### src/core/reclocker_pkg.sv
package reclocker_pkg;

  // ==========================================================
  // serial port
  // ==========================================================
  localparam logic [6:0] DEVICE_ADDR = 7'h2c; // arbitrary value
  localparam logic [3:0] BITS_PER_BYTE = 4'h8;
  localparam logic [3:0] LAST_READ_BIT = 4'h7;
  localparam int PIN_SCL = 0;
  localparam int PIN_SDA = 1;
  localparam int PIN_LOCK = 2;

  typedef enum logic [3:0] {
    ST_IDLE = 4'h0,
    ST_ADDR = 4'h1,
    ST_ADDR_ACK = 4'h2,
    ST_PTR = 4'h3,
    ST_PTR_ACK = 4'h4,
    ST_WRITE = 4'h5,
    ST_WRITE_ACK = 4'h6,
    ST_READ = 4'h7,
    ST_READ_ACK = 4'h8
  } serial_state_t;

  // ==========================================================
  // register map
  // ==========================================================
  localparam int NUM_REGS = 5;
  localparam logic [7:0] ADDR_RATE = 8'h06;
  localparam logic [7:0] ADDR_IO = 8'h07;
  localparam logic [7:0] ADDR_REFCLK = 8'h08;
  localparam logic [7:0] ADDR_DRIVER = 8'h0a;
  localparam logic [7:0] ADDR_LOSS = 8'h0e;
  localparam logic [7:0] ADDR_RATE_IND = 8'h14;
  localparam logic [7:0] RST_RATE = 8'h3d;
  localparam logic [7:0] RST_IO = 8'h74;
  localparam logic [7:0] RST_REFCLK = 8'h35;
  localparam logic [7:0] RST_DRIVER = 8'h3c;
  localparam logic [7:0] RST_LOSS = 8'h40;
  localparam logic [NUM_REGS-1:0][7:0] REG_ADDRS =
    {ADDR_LOSS, ADDR_DRIVER, ADDR_REFCLK, ADDR_IO, ADDR_RATE};
  localparam logic [NUM_REGS-1:0][7:0] REG_RESETS =
    {RST_LOSS, RST_DRIVER, RST_REFCLK, RST_IO, RST_RATE};
  localparam int IDX_RATE = 0;
  localparam int IDX_IO = 1;
  localparam int IDX_REFCLK = 2;
  localparam int IDX_DRIVER = 3;
  localparam int IDX_LOSS = 4;

  // ==========================================================
  // field positions
  // ==========================================================
  localparam int AUTO_ON_BIT = 5;
  localparam int ORDER_LSB = 3;
  localparam int MANUAL_LSB = 0;
  localparam int INHIBIT_BIT = 4;
  localparam int SKIP_BIT = 3;
  localparam int BYPASS_BIT = 2;
  localparam int INSEL_LSB = 0;
  localparam int REFMODE_LSB = 4;
  localparam int SWING_LSB = 2;
  localparam int BUFTYPE_LSB = 0;
  localparam int LOSS_DIS_BIT = 4;
  localparam int THRESH_LSB = 0;
  localparam int RATE_IND_LSB = 4;

  // ==========================================================
  // rate codes and search
  // ==========================================================
  localparam logic [2:0] RATE_143 = 3'h0;
  localparam logic [2:0] RATE_177 = 3'h1;
  localparam logic [2:0] RATE_270 = 3'h2;
  localparam logic [2:0] RATE_360 = 3'h3;
  localparam logic [2:0] RATE_540 = 3'h4;
  localparam logic [2:0] RATE_1485 = 3'h5;
  localparam logic [2:0] IND_INVALID = 3'h6;
  localparam logic [2:0] IND_NOT_LOCKED = 3'h7;
  localparam logic [1:0] ORDER_TWO = 2'h0;
  localparam logic [1:0] ORDER_THREE = 2'h1;
  localparam logic [1:0] ORDER_SIX = 2'h3;
  localparam int CLK_PERIOD_NS = 25;
  localparam int DWELL_NS = 100000;
  localparam int DWELL_CYCLES = DWELL_NS / CLK_PERIOD_NS;
  localparam logic [11:0] DWELL_LAST = 12'(DWELL_CYCLES - 1);

endpackage
### src/core/reclocker_control_registers.sv
`timescale 1ns/1ps
// Operation
// - bit 5 of rate register enables automatic rate detection, reset 1
// - bits 4:3 choose the repeating automatic search order, reset 11
// - with automatic detection off, bits 2:0 force the rate, reset 101
// - io register bit 4, reset 1: 0 holds data outputs low
// - io register bit 3, reset 0: 1 drops 177 Mb/s from search
// - io register bit 2, reset 1: bypass retiming while out of lock
// - io register bits 1:0, reset 00, pick one of four inputs
// - clock register bits 5:4, reset 11, choose reference clock source
// - driver register bits 3:2, reset 11, set output swing
// - driver register bits 1:0, reset 00 selects CML; others reserved
// - loss register bit 4, reset 0: 1 disables signal-loss detection
// - loss register bits 2:0, reset 000, choose threshold; 110/111 unused
// - in automatic mode report detected rate; 110 invalid, 111 unlocked
module reclocker_control_registers (
  input wire logic mclk,
  input wire logic reset,
  input wire logic sclIn,
  input wire logic sdaIn,
  input wire logic cdrLock,
  output logic sdaOut,
  output logic sdaOe,
  output logic autoRateDetectOn,
  output logic [1:0] rateSearchOrder,
  output logic [2:0] manualRate,
  output logic outputInhibitN,
  output logic skipRate177,
  output logic autoBypass,
  output logic [1:0] inputSelect,
  output logic [1:0] refClockMode,
  output logic [1:0] outputSwing,
  output logic [1:0] outputBufferType,
  output logic lossDetectDisable,
  output logic [2:0] lossThreshold,
  output logic [2:0] activeRate,
  output logic bypassNow,
  output logic [2:0] detectedRateCode
);

  // ==========================================================
  // pin synchronisers
  // ==========================================================
  logic [2:0] pins;
  logic [2:0] stage1_r, stage1_nxt, stage2_r, stage2_nxt, stage3_r, stage3_nxt;
  logic [2:0] filt_r, filt_nxt, prev_r, prev_nxt;
  logic sclRise, sclFall, startCond, stopCond, sdaLvl, lockLvl;

  assign pins = {cdrLock, sdaIn, sclIn};

  always_comb begin
    stage1_nxt = pins;
    stage2_nxt = stage1_r;
    stage3_nxt = stage2_r;
    prev_nxt = filt_r;
    for (int i = 0; i < 3; i++) begin
      filt_nxt[i] = (stage2_r[i] == stage3_r[i]) ? stage3_r[i] : filt_r[i];
    end
  end

  always_ff @(posedge mclk) begin
    if (reset) begin
      stage1_r <= 3'h3;
      stage2_r <= 3'h3;
      stage3_r <= 3'h3;
      filt_r <= 3'h3;
      prev_r <= 3'h3;
    end else begin
      stage1_r <= stage1_nxt;
      stage2_r <= stage2_nxt;
      stage3_r <= stage3_nxt;
      filt_r <= filt_nxt;
      prev_r <= prev_nxt;
    end
  end

  assign sdaLvl = filt_r[reclocker_pkg::PIN_SDA];
  assign lockLvl = filt_r[reclocker_pkg::PIN_LOCK];
  assign sclRise = filt_r[reclocker_pkg::PIN_SCL] & ~prev_r[reclocker_pkg::PIN_SCL];
  assign sclFall = ~filt_r[reclocker_pkg::PIN_SCL] & prev_r[reclocker_pkg::PIN_SCL];
  assign startCond = filt_r[reclocker_pkg::PIN_SCL] & prev_r[reclocker_pkg::PIN_SCL]
                     & prev_r[reclocker_pkg::PIN_SDA] & ~sdaLvl;
  assign stopCond = filt_r[reclocker_pkg::PIN_SCL] & prev_r[reclocker_pkg::PIN_SCL]
                    & ~prev_r[reclocker_pkg::PIN_SDA] & sdaLvl;

  // ==========================================================
  // register storage and read decode
  // ==========================================================
  logic [reclocker_pkg::NUM_REGS-1:0][7:0] ctrl_r, ctrl_nxt;
  logic [7:0] ptr_r, ptr_nxt, shift_r, shift_nxt, rdByte;
  logic wrEn;

  function automatic logic [7:0] readReg(
    input logic [7:0] a,
    input logic [reclocker_pkg::NUM_REGS-1:0][7:0] c,
    input logic [2:0] ind
  );
    logic [7:0] d;
    d = 8'h00;
    for (int i = 0; i < reclocker_pkg::NUM_REGS; i++) begin
      if (a == reclocker_pkg::REG_ADDRS[i]) begin
        d = c[i];
      end
    end
    if (a == reclocker_pkg::ADDR_RATE_IND) begin
      d[reclocker_pkg::RATE_IND_LSB +: 3] = ind;
    end
    return d;
  endfunction

  always_comb begin
    for (int i = 0; i < reclocker_pkg::NUM_REGS; i++) begin
      ctrl_nxt[i] = (wrEn && ptr_r == reclocker_pkg::REG_ADDRS[i]) ? shift_r : ctrl_r[i];
    end
  end

  always_ff @(posedge mclk) begin
    if (reset) begin
      ctrl_r <= reclocker_pkg::REG_RESETS;
    end else begin
      ctrl_r <= ctrl_nxt;
    end
  end

  assign autoRateDetectOn = ctrl_r[reclocker_pkg::IDX_RATE][reclocker_pkg::AUTO_ON_BIT];
  assign rateSearchOrder = ctrl_r[reclocker_pkg::IDX_RATE][reclocker_pkg::ORDER_LSB +: 2];
  assign manualRate = ctrl_r[reclocker_pkg::IDX_RATE][reclocker_pkg::MANUAL_LSB +: 3];
  assign outputInhibitN = ctrl_r[reclocker_pkg::IDX_IO][reclocker_pkg::INHIBIT_BIT];
  assign skipRate177 = ctrl_r[reclocker_pkg::IDX_IO][reclocker_pkg::SKIP_BIT];
  assign autoBypass = ctrl_r[reclocker_pkg::IDX_IO][reclocker_pkg::BYPASS_BIT];
  assign inputSelect = ctrl_r[reclocker_pkg::IDX_IO][reclocker_pkg::INSEL_LSB +: 2];
  assign refClockMode = ctrl_r[reclocker_pkg::IDX_REFCLK][reclocker_pkg::REFMODE_LSB +: 2];
  assign outputSwing = ctrl_r[reclocker_pkg::IDX_DRIVER][reclocker_pkg::SWING_LSB +: 2];
  assign outputBufferType = ctrl_r[reclocker_pkg::IDX_DRIVER][reclocker_pkg::BUFTYPE_LSB +: 2];
  assign lossDetectDisable = ctrl_r[reclocker_pkg::IDX_LOSS][reclocker_pkg::LOSS_DIS_BIT];
  assign lossThreshold = ctrl_r[reclocker_pkg::IDX_LOSS][reclocker_pkg::THRESH_LSB +: 3];

  assign rdByte = readReg(ptr_r, ctrl_r, detectedRateCode);

  // ==========================================================
  // two-wire slave
  // ==========================================================
  reclocker_pkg::serial_state_t state_r, state_nxt;
  logic [3:0] bitCnt_r, bitCnt_nxt;
  logic rw_r, rw_nxt, ackd_r, ackd_nxt, sdaOe_r, sdaOe_nxt, sdaOut_r;

  always_comb begin
    state_nxt = state_r;
    bitCnt_nxt = bitCnt_r;
    shift_nxt = shift_r;
    ptr_nxt = ptr_r;
    rw_nxt = rw_r;
    ackd_nxt = ackd_r;
    sdaOe_nxt = sdaOe_r;
    wrEn = 1'b0;
    if (startCond) begin
      state_nxt = reclocker_pkg::ST_ADDR;
      bitCnt_nxt = 4'h0;
      sdaOe_nxt = 1'b0;
    end else if (stopCond) begin
      state_nxt = reclocker_pkg::ST_IDLE;
      sdaOe_nxt = 1'b0;
    end else if (sclRise) begin
      if (state_r inside {reclocker_pkg::ST_ADDR, reclocker_pkg::ST_PTR,
                          reclocker_pkg::ST_WRITE}) begin
        shift_nxt = {shift_r[6:0], sdaLvl};
        bitCnt_nxt = bitCnt_r + 4'h1;
      end
      if (state_r == reclocker_pkg::ST_READ_ACK) begin
        ackd_nxt = ~sdaLvl;
      end
    end else if (sclFall) begin
      unique case (state_r)
        reclocker_pkg::ST_IDLE: begin
        end
        reclocker_pkg::ST_ADDR: begin
          if (bitCnt_r == reclocker_pkg::BITS_PER_BYTE) begin
            if (shift_r[7:1] == reclocker_pkg::DEVICE_ADDR) begin
              state_nxt = reclocker_pkg::ST_ADDR_ACK;
              rw_nxt = shift_r[0];
              sdaOe_nxt = 1'b1;
            end else begin
              state_nxt = reclocker_pkg::ST_IDLE;
            end
          end
        end
        reclocker_pkg::ST_ADDR_ACK, reclocker_pkg::ST_READ_ACK: begin
          bitCnt_nxt = 4'h0;
          if (state_r == reclocker_pkg::ST_READ_ACK && !ackd_r) begin
            state_nxt = reclocker_pkg::ST_IDLE;
            sdaOe_nxt = 1'b0;
          end else if (rw_r) begin
            state_nxt = reclocker_pkg::ST_READ;
            shift_nxt = rdByte;
            ptr_nxt = ptr_r + 8'h01;
            sdaOe_nxt = ~rdByte[7];
          end else begin
            state_nxt = reclocker_pkg::ST_PTR;
            sdaOe_nxt = 1'b0;
          end
        end
        reclocker_pkg::ST_PTR: begin
          if (bitCnt_r == reclocker_pkg::BITS_PER_BYTE) begin
            state_nxt = reclocker_pkg::ST_PTR_ACK;
            ptr_nxt = shift_r;
            sdaOe_nxt = 1'b1;
          end
        end
        reclocker_pkg::ST_PTR_ACK, reclocker_pkg::ST_WRITE_ACK: begin
          state_nxt = reclocker_pkg::ST_WRITE;
          bitCnt_nxt = 4'h0;
          sdaOe_nxt = 1'b0;
        end
        reclocker_pkg::ST_WRITE: begin
          if (bitCnt_r == reclocker_pkg::BITS_PER_BYTE) begin
            state_nxt = reclocker_pkg::ST_WRITE_ACK;
            wrEn = 1'b1;
            ptr_nxt = ptr_r + 8'h01;
            sdaOe_nxt = 1'b1;
          end
        end
        reclocker_pkg::ST_READ: begin
          if (bitCnt_r == reclocker_pkg::LAST_READ_BIT) begin
            state_nxt = reclocker_pkg::ST_READ_ACK;
            sdaOe_nxt = 1'b0;
          end else begin
            shift_nxt = {shift_r[6:0], 1'b0};
            sdaOe_nxt = ~shift_r[6];
            bitCnt_nxt = bitCnt_r + 4'h1;
          end
        end
        default: begin
          state_nxt = reclocker_pkg::ST_IDLE;
          sdaOe_nxt = 1'b0;
        end
      endcase
    end
  end

  always_ff @(posedge mclk) begin
    if (reset) begin
      state_r <= reclocker_pkg::ST_IDLE;
      bitCnt_r <= 4'h0;
      shift_r <= 8'h00;
      ptr_r <= 8'h00;
      rw_r <= 1'b0;
      ackd_r <= 1'b0;
      sdaOe_r <= 1'b0;
      sdaOut_r <= 1'b0;
    end else begin
      state_r <= state_nxt;
      bitCnt_r <= bitCnt_nxt;
      shift_r <= shift_nxt;
      ptr_r <= ptr_nxt;
      rw_r <= rw_nxt;
      ackd_r <= ackd_nxt;
      sdaOe_r <= sdaOe_nxt;
      sdaOut_r <= 1'b0;
    end
  end

  assign sdaOe = sdaOe_r;
  assign sdaOut = sdaOut_r;

  // ==========================================================
  // rate search and status
  // ==========================================================
  logic [2:0] searchRate_r, searchRate_nxt, activeRate_r, activeRate_nxt;
  logic [2:0] detected_r, detected_nxt;
  logic [11:0] dwell_r, dwell_nxt;
  logic restart_r, restart_nxt, bypassNow_r, bypassNow_nxt;

  function automatic logic [2:0] nextRate(
    input logic [1:0] order,
    input logic [2:0] cur,
    input logic skip
  );
    logic [2:0] n;
    n = reclocker_pkg::RATE_270;
    unique case (cur)
      reclocker_pkg::RATE_143: n = skip ? reclocker_pkg::RATE_270 : reclocker_pkg::RATE_177;
      reclocker_pkg::RATE_177: n = reclocker_pkg::RATE_270;
      reclocker_pkg::RATE_270: n = (order == reclocker_pkg::ORDER_TWO) ?
                                   reclocker_pkg::RATE_1485 : reclocker_pkg::RATE_360;
      reclocker_pkg::RATE_360: n = (order == reclocker_pkg::ORDER_THREE) ?
                                   reclocker_pkg::RATE_1485 : reclocker_pkg::RATE_540;
      reclocker_pkg::RATE_540: n = reclocker_pkg::RATE_1485;
      default: n = (order == reclocker_pkg::ORDER_SIX) ?
                   reclocker_pkg::RATE_143 : reclocker_pkg::RATE_270;
    endcase
    return n;
  endfunction

  always_comb begin
    restart_nxt = wrEn && (ptr_r == reclocker_pkg::ADDR_RATE || ptr_r == reclocker_pkg::ADDR_IO);
    searchRate_nxt = searchRate_r;
    dwell_nxt = dwell_r;
    if (restart_r || !autoRateDetectOn) begin
      searchRate_nxt = (rateSearchOrder == reclocker_pkg::ORDER_SIX) ?
                       reclocker_pkg::RATE_143 : reclocker_pkg::RATE_270;
      dwell_nxt = 12'h000;
    end else if (lockLvl) begin
      dwell_nxt = 12'h000;
    end else if (dwell_r == reclocker_pkg::DWELL_LAST) begin
      dwell_nxt = 12'h000;
      searchRate_nxt = nextRate(rateSearchOrder, searchRate_r, skipRate177);
    end else begin
      dwell_nxt = dwell_r + 12'h001;
    end
    activeRate_nxt = autoRateDetectOn ? searchRate_r : manualRate;
    bypassNow_nxt = autoBypass & ~lockLvl;
    if (!autoRateDetectOn) begin
      detected_nxt = reclocker_pkg::IND_INVALID;
    end else if (!lockLvl) begin
      detected_nxt = reclocker_pkg::IND_NOT_LOCKED;
    end else begin
      detected_nxt = searchRate_r;
    end
  end

  always_ff @(posedge mclk) begin
    if (reset) begin
      searchRate_r <= reclocker_pkg::RATE_143;
      dwell_r <= 12'h000;
      restart_r <= 1'b1;
      activeRate_r <= reclocker_pkg::RATE_1485;
      detected_r <= reclocker_pkg::IND_NOT_LOCKED;
      bypassNow_r <= 1'b0;
    end else begin
      searchRate_r <= searchRate_nxt;
      dwell_r <= dwell_nxt;
      restart_r <= restart_nxt;
      activeRate_r <= activeRate_nxt;
      detected_r <= detected_nxt;
      bypassNow_r <= bypassNow_nxt;
    end
  end

  assign activeRate = activeRate_r;
  assign detectedRateCode = detected_r;
  assign bypassNow = bypassNow_r;

  // ==========================================================
  // checks
  // ==========================================================
  AST_RESET_DEFAULTS: assert property (@(posedge mclk)
    reset |=> ctrl_r == reclocker_pkg::REG_RESETS)
    else $error("registers not at defaults after reset");
  AST_AUTO_ON_WRITE: assert property (@(posedge mclk) disable iff (reset)
    wrEn && ptr_r == reclocker_pkg::ADDR_RATE
    |=> autoRateDetectOn == $past(shift_r[reclocker_pkg::AUTO_ON_BIT]))
    else $error("auto detect bit did not take written value");
  AST_ORDER_TWO_STEP: assert property (@(posedge mclk) disable iff (reset)
    autoRateDetectOn && !lockLvl && !restart_r && rateSearchOrder == reclocker_pkg::ORDER_TWO
    && searchRate_r == reclocker_pkg::RATE_270 && dwell_r == reclocker_pkg::DWELL_LAST
    |=> searchRate_r == reclocker_pkg::RATE_1485)
    else $error("search order 00 did not go from 270 to 1485");
  AST_MANUAL_FORCE: assert property (@(posedge mclk) disable iff (reset)
    !autoRateDetectOn ##1 !autoRateDetectOn |-> activeRate == $past(manualRate))
    else $error("manual rate not applied");
  AST_SKIP_177: assert property (@(posedge mclk) disable iff (reset)
    skipRate177 && !restart_r && autoRateDetectOn |-> searchRate_r != reclocker_pkg::RATE_177)
    else $error("search visited 177 while skipped");
  AST_BYPASS_UNLOCKED: assert property (@(posedge mclk) disable iff (reset)
    autoBypass && !lockLvl |=> bypassNow)
    else $error("no bypass while out of lock");
  AST_INPUT_SELECT: assert property (@(posedge mclk) disable iff (reset)
    wrEn && ptr_r == reclocker_pkg::ADDR_IO
    |=> inputSelect == $past(shift_r[reclocker_pkg::INSEL_LSB +: 2]))
    else $error("input select did not take written value");
  AST_NOT_LOCKED_CODE: assert property (@(posedge mclk) disable iff (reset)
    autoRateDetectOn && !lockLvl |=> detectedRateCode == reclocker_pkg::IND_NOT_LOCKED)
    else $error("unlocked state not reported as 111");

endmodule

### config.mk
export PLATFORM = sky130hd
export DESIGN_NAME = reclocker_control_registers
export DESIGN_NICKNAME = d
export VERILOG_FILES = /design/src/core/reclocker_pkg.sv /design/src/core/reclocker_control_registers.sv
export SDC_FILE = /design/constraint.sdc
export NUM_CORES = 1
export LEC_CHECK = 0
export ABC_AREA = 1
export BUFFER_PORTS_ARGS = -buffer_cell sky130_fd_sc_hd__buf_2
export CAP_MARGIN = 30
export CORE_MARGIN = 2
export CORE_UTILIZATION = 40
export DETAILED_ROUTE_END_ITERATION = 16
export PLACE_DENSITY = 0.64
export SYNTH_ARGS = -nofsm -noshare
export SYNTH_HDL_FRONTEND = slang
export SYNTH_SLANG_ARGS = --single-unit
### constraint.sdc
create_clock -name mclk -period 4.3 [get_ports mclk]
set_input_delay 0.43 -clock mclk [delete_from_list [all_inputs] [get_ports mclk]]
set_output_delay 0.43 -clock mclk [all_outputs]
set_load 0.05 [all_outputs]
==> qor.yml <==
outcome:
  status: "finished, final reports clean"
routing:
  post-route-drc-count: 0
  drtAntennaViolNets: 0
  maxUsedRoutingLayer: "met4"
  wl_met1_um: 5950
  wl_met2_um: 5540
  dr.pass1.iters: 5
  drt_iter0_drc: 423
  wl_um: 12300
  vias: 4581
  dr_wl_met3_um: 664
  wl_per_cell_um: 13.7
  viasPerCell: 5.12
clock_tree:
  cts_setup_buffers: 0
  cts_root_buf: "clkbuf_16"
  clk_transition_reported_paths_ns: 0.07
  numCtsBuffers: 9
  ctsHoldBuffers: 0
  cts_tree: "yes"
  cts_sinks: 104
  clock_latency_ns: 0.35
  ctsResizeCount: 0
  clockBufferDepth: 2
  htreeDepth: 3
setup_path:
  crit_path_start_kind: "flop"
  setup.worst_path.end_class: "flop"
  critPathTopFamily: "simple AND/OR/NAND/NOR gates"
  slowest_delay_ns: 0.60
  worstSetupStartpoint: "ptr_r[5]"
  r2r-start: "ptr_r[5]"
  crit_arrival_ns: 2.64
  required_ns: 4.53
  worstPathMaxFanout: 14
  cp_num_buf_inv: 0
  crit_slowest_cell: "nor2_1"
  crit_type: "reg2reg"
  worstPathCellList: "nor2_1, nand2_1, nor2_1, nand2_1, o21ai_0, a21oi_1"
grt:
  grt_max_degree: 64
  antenna_found_initial: 0
  grt-ovfl-total: 0
  grt_pass1_vias: 4220
  grt_pass1_wl_um: 20600
  grt.total_usage: 0.195
logic_synthesis:
  synth_edf_count: 0
  syn_inst: 712
  synth-seq-cells: 104
  synth_top_area_share: 0.417
  async_flop_share: 0
  yosysUniqueCellTypes: 33
  synth_area_um2: 4990
  synth_fp_nets: 726
  yosysSeqAreaShare: 0.417
  ys.flop_type: "dfxtp_1"
  syn_avg_cell_area_um2: 7.01
  synth_area_leaders: "dfxtp_1 (42%), nand2_1 (12%), a21oi_1 (7.1%)"
  yosysTopAreaCell: "dfxtp_1"
  ys_warn_count: 0
place:
  gp_congestion: 0.952
  dp_cells: 879
  io_buffers: 33
  dp_hpwl_um: 8880
floorplanning:
  die_h_um: 116
  core_area_um2: 12100
  start_util: 0.412
  fp-row-count: 40
  io_pins: 35
  fp.dieW_um: 116
  dieArea_um2: 13400
pwr:
  peakVddDrop_uv: 296
  power.density_nw_per_um2: 333
  leakage_nw: 2.37
timing:
  grt_setup_unrepaired: "no"
  setup_tns_ns: 0
  timing.fmax_mhz: 414
  whs_ns: 0.258
  slew_headroom: 0.506
  hold_viol_final: 0
  period_minus_slack_ns: 2.42
  setup_viol: 0
  worst_slew_pin_slew_ns: 0.738
  fin_skew_ns: 0.00801
  maxSlewViolCount: 0
  post-route-period-util: 0.562
layout:
  area_delta_synth_final_pct: 9.03
  final_cells: 895
  drive_gt1_frac: 0.0825
  finalNetCount: 736
  diodes: 0
  n_fill_cell: 1265
hold_path:
  min_from: "sdaIn"
  hold_class: "in2reg"
run:
  cap_violations: 0
[sequential cells by signal, summed over array words and instances (netlist names), 2 cells and up]
name / cells
refClockMode: 2
shift_r: 8
stage3_r: 3
ctrl_r: 19
bitCnt_r: 4
outputBufferType: 2
ptr_r: 8
rateSearchOrder: 2
prev_r: 2
manualRate: 3
state_r: 4
inputSelect: 2
filt_r: 3
dwell_r: 12
searchRate_r: 3
lossThreshold: 3
stage1_r: 3
activeRate: 3
outputSwing: 2
detectedRateCode: 3
stage2_r: 3
[where the power goes]
| group | leakage [nW] | internal [W] | switching (W) |
|---|---|---|---|
| Sequential | 0.843 | 0.000971 | 0.00000480 |
| Combinational | 1.38 | 0.0000131 | 0.0000371 |
| Clock | 0.142 | 0.000414 | 0.000370 |
| Total | 2.37 | 0.00140 | 0.000412 |
[synth_stat cells, types with 7 or more instances]
library cell	instances
inv_1	87
a21oi_1	71
nor2_1	64
o211ai_1	26
buf_4	20
dfxtp_1	104
ha_1	9
o21ai_0	49
nand4_1	7
nand2_1	164
nand3_1	45
clkbuf_1	9
nor3_1	17
[layer usage]
metal / global-route usage / vias up
met5: 0 / -
met4: 0.0508 / 0
met3: 0.0507 / 8
met2: 0.308 / 104
met1: 0.266 / 2130
li1: - / 2339
[stage by stage]
stage	total power (W)	area [um2]	util	worst slack (ns)
5_1_grt	0.00187	5440	0.449	1.70
3_3_place_gp	0.00105	5160	0.426	1.97
3_5_place_dp	0.00105	5160	0.426	1.94
4_1_cts	0.00183	5440	0.449	1.94
2_1_floorplan	0.00104	4990	-	2.51
6_report	0.00181	5440	0.449	1.88
[worst paths after layout]
kind	to	slack, ns	cells after the start
setup reg to reg	skipRate177	1.88	6
setup / recovery	skipRate177	1.88	6
hold reg to reg	stage2_r[0]	0.41	1
hold / removal	stage1_r[1]	0.26	2
[cell type report]
class                      count  area, um2  area share
sequential                   104       2080       0.383
inverter                      89        334      0.0614
timing repair buffer          34        173      0.0317
tap                          168        210      0.0386
clock inverter                 5       38.8     0.00713
multi-input combinational    484       2360       0.434
clock buffer                  11        243      0.0446
[cell families (layout without fill, tap and decap cells)]
group | count (synthesis) | count (layout) | synth area share
adders and majority gates | 9 | 9 | 0.0226
xor gates and xnor gates | 7 | 7 | 0.0123
AOI/OAI and AO/OA | 153 | 153 | 0.170
buffers and inverters | 124 | 139 | 0.110
and+or+nand+nor | 314 | 314 | 0.268
DFF | 104 | 104 | 0.417
other | 1 | 1 | 0.000752
[cell usage in the layout, fill, tap and decap left out, types with 2 or more instances in the layout]
cell / n
nor4_1: 3
buf_2: 33
nor2_1: 64
inv_1: 87
dfxtp_1: 104
nand4_1: 7
nand3_1: 45
or2_2: 6
clkinv_2: 2
nor3b_1: 4
o21ai_0: 49
nand2_1: 164
xor2_1: 6
o211ai_1: 26
a21oi_1: 71
ha_1: 9
nor3_1: 17
clkbuf_16: 9
No activity file was read; power rests on OpenSTA's default activity.
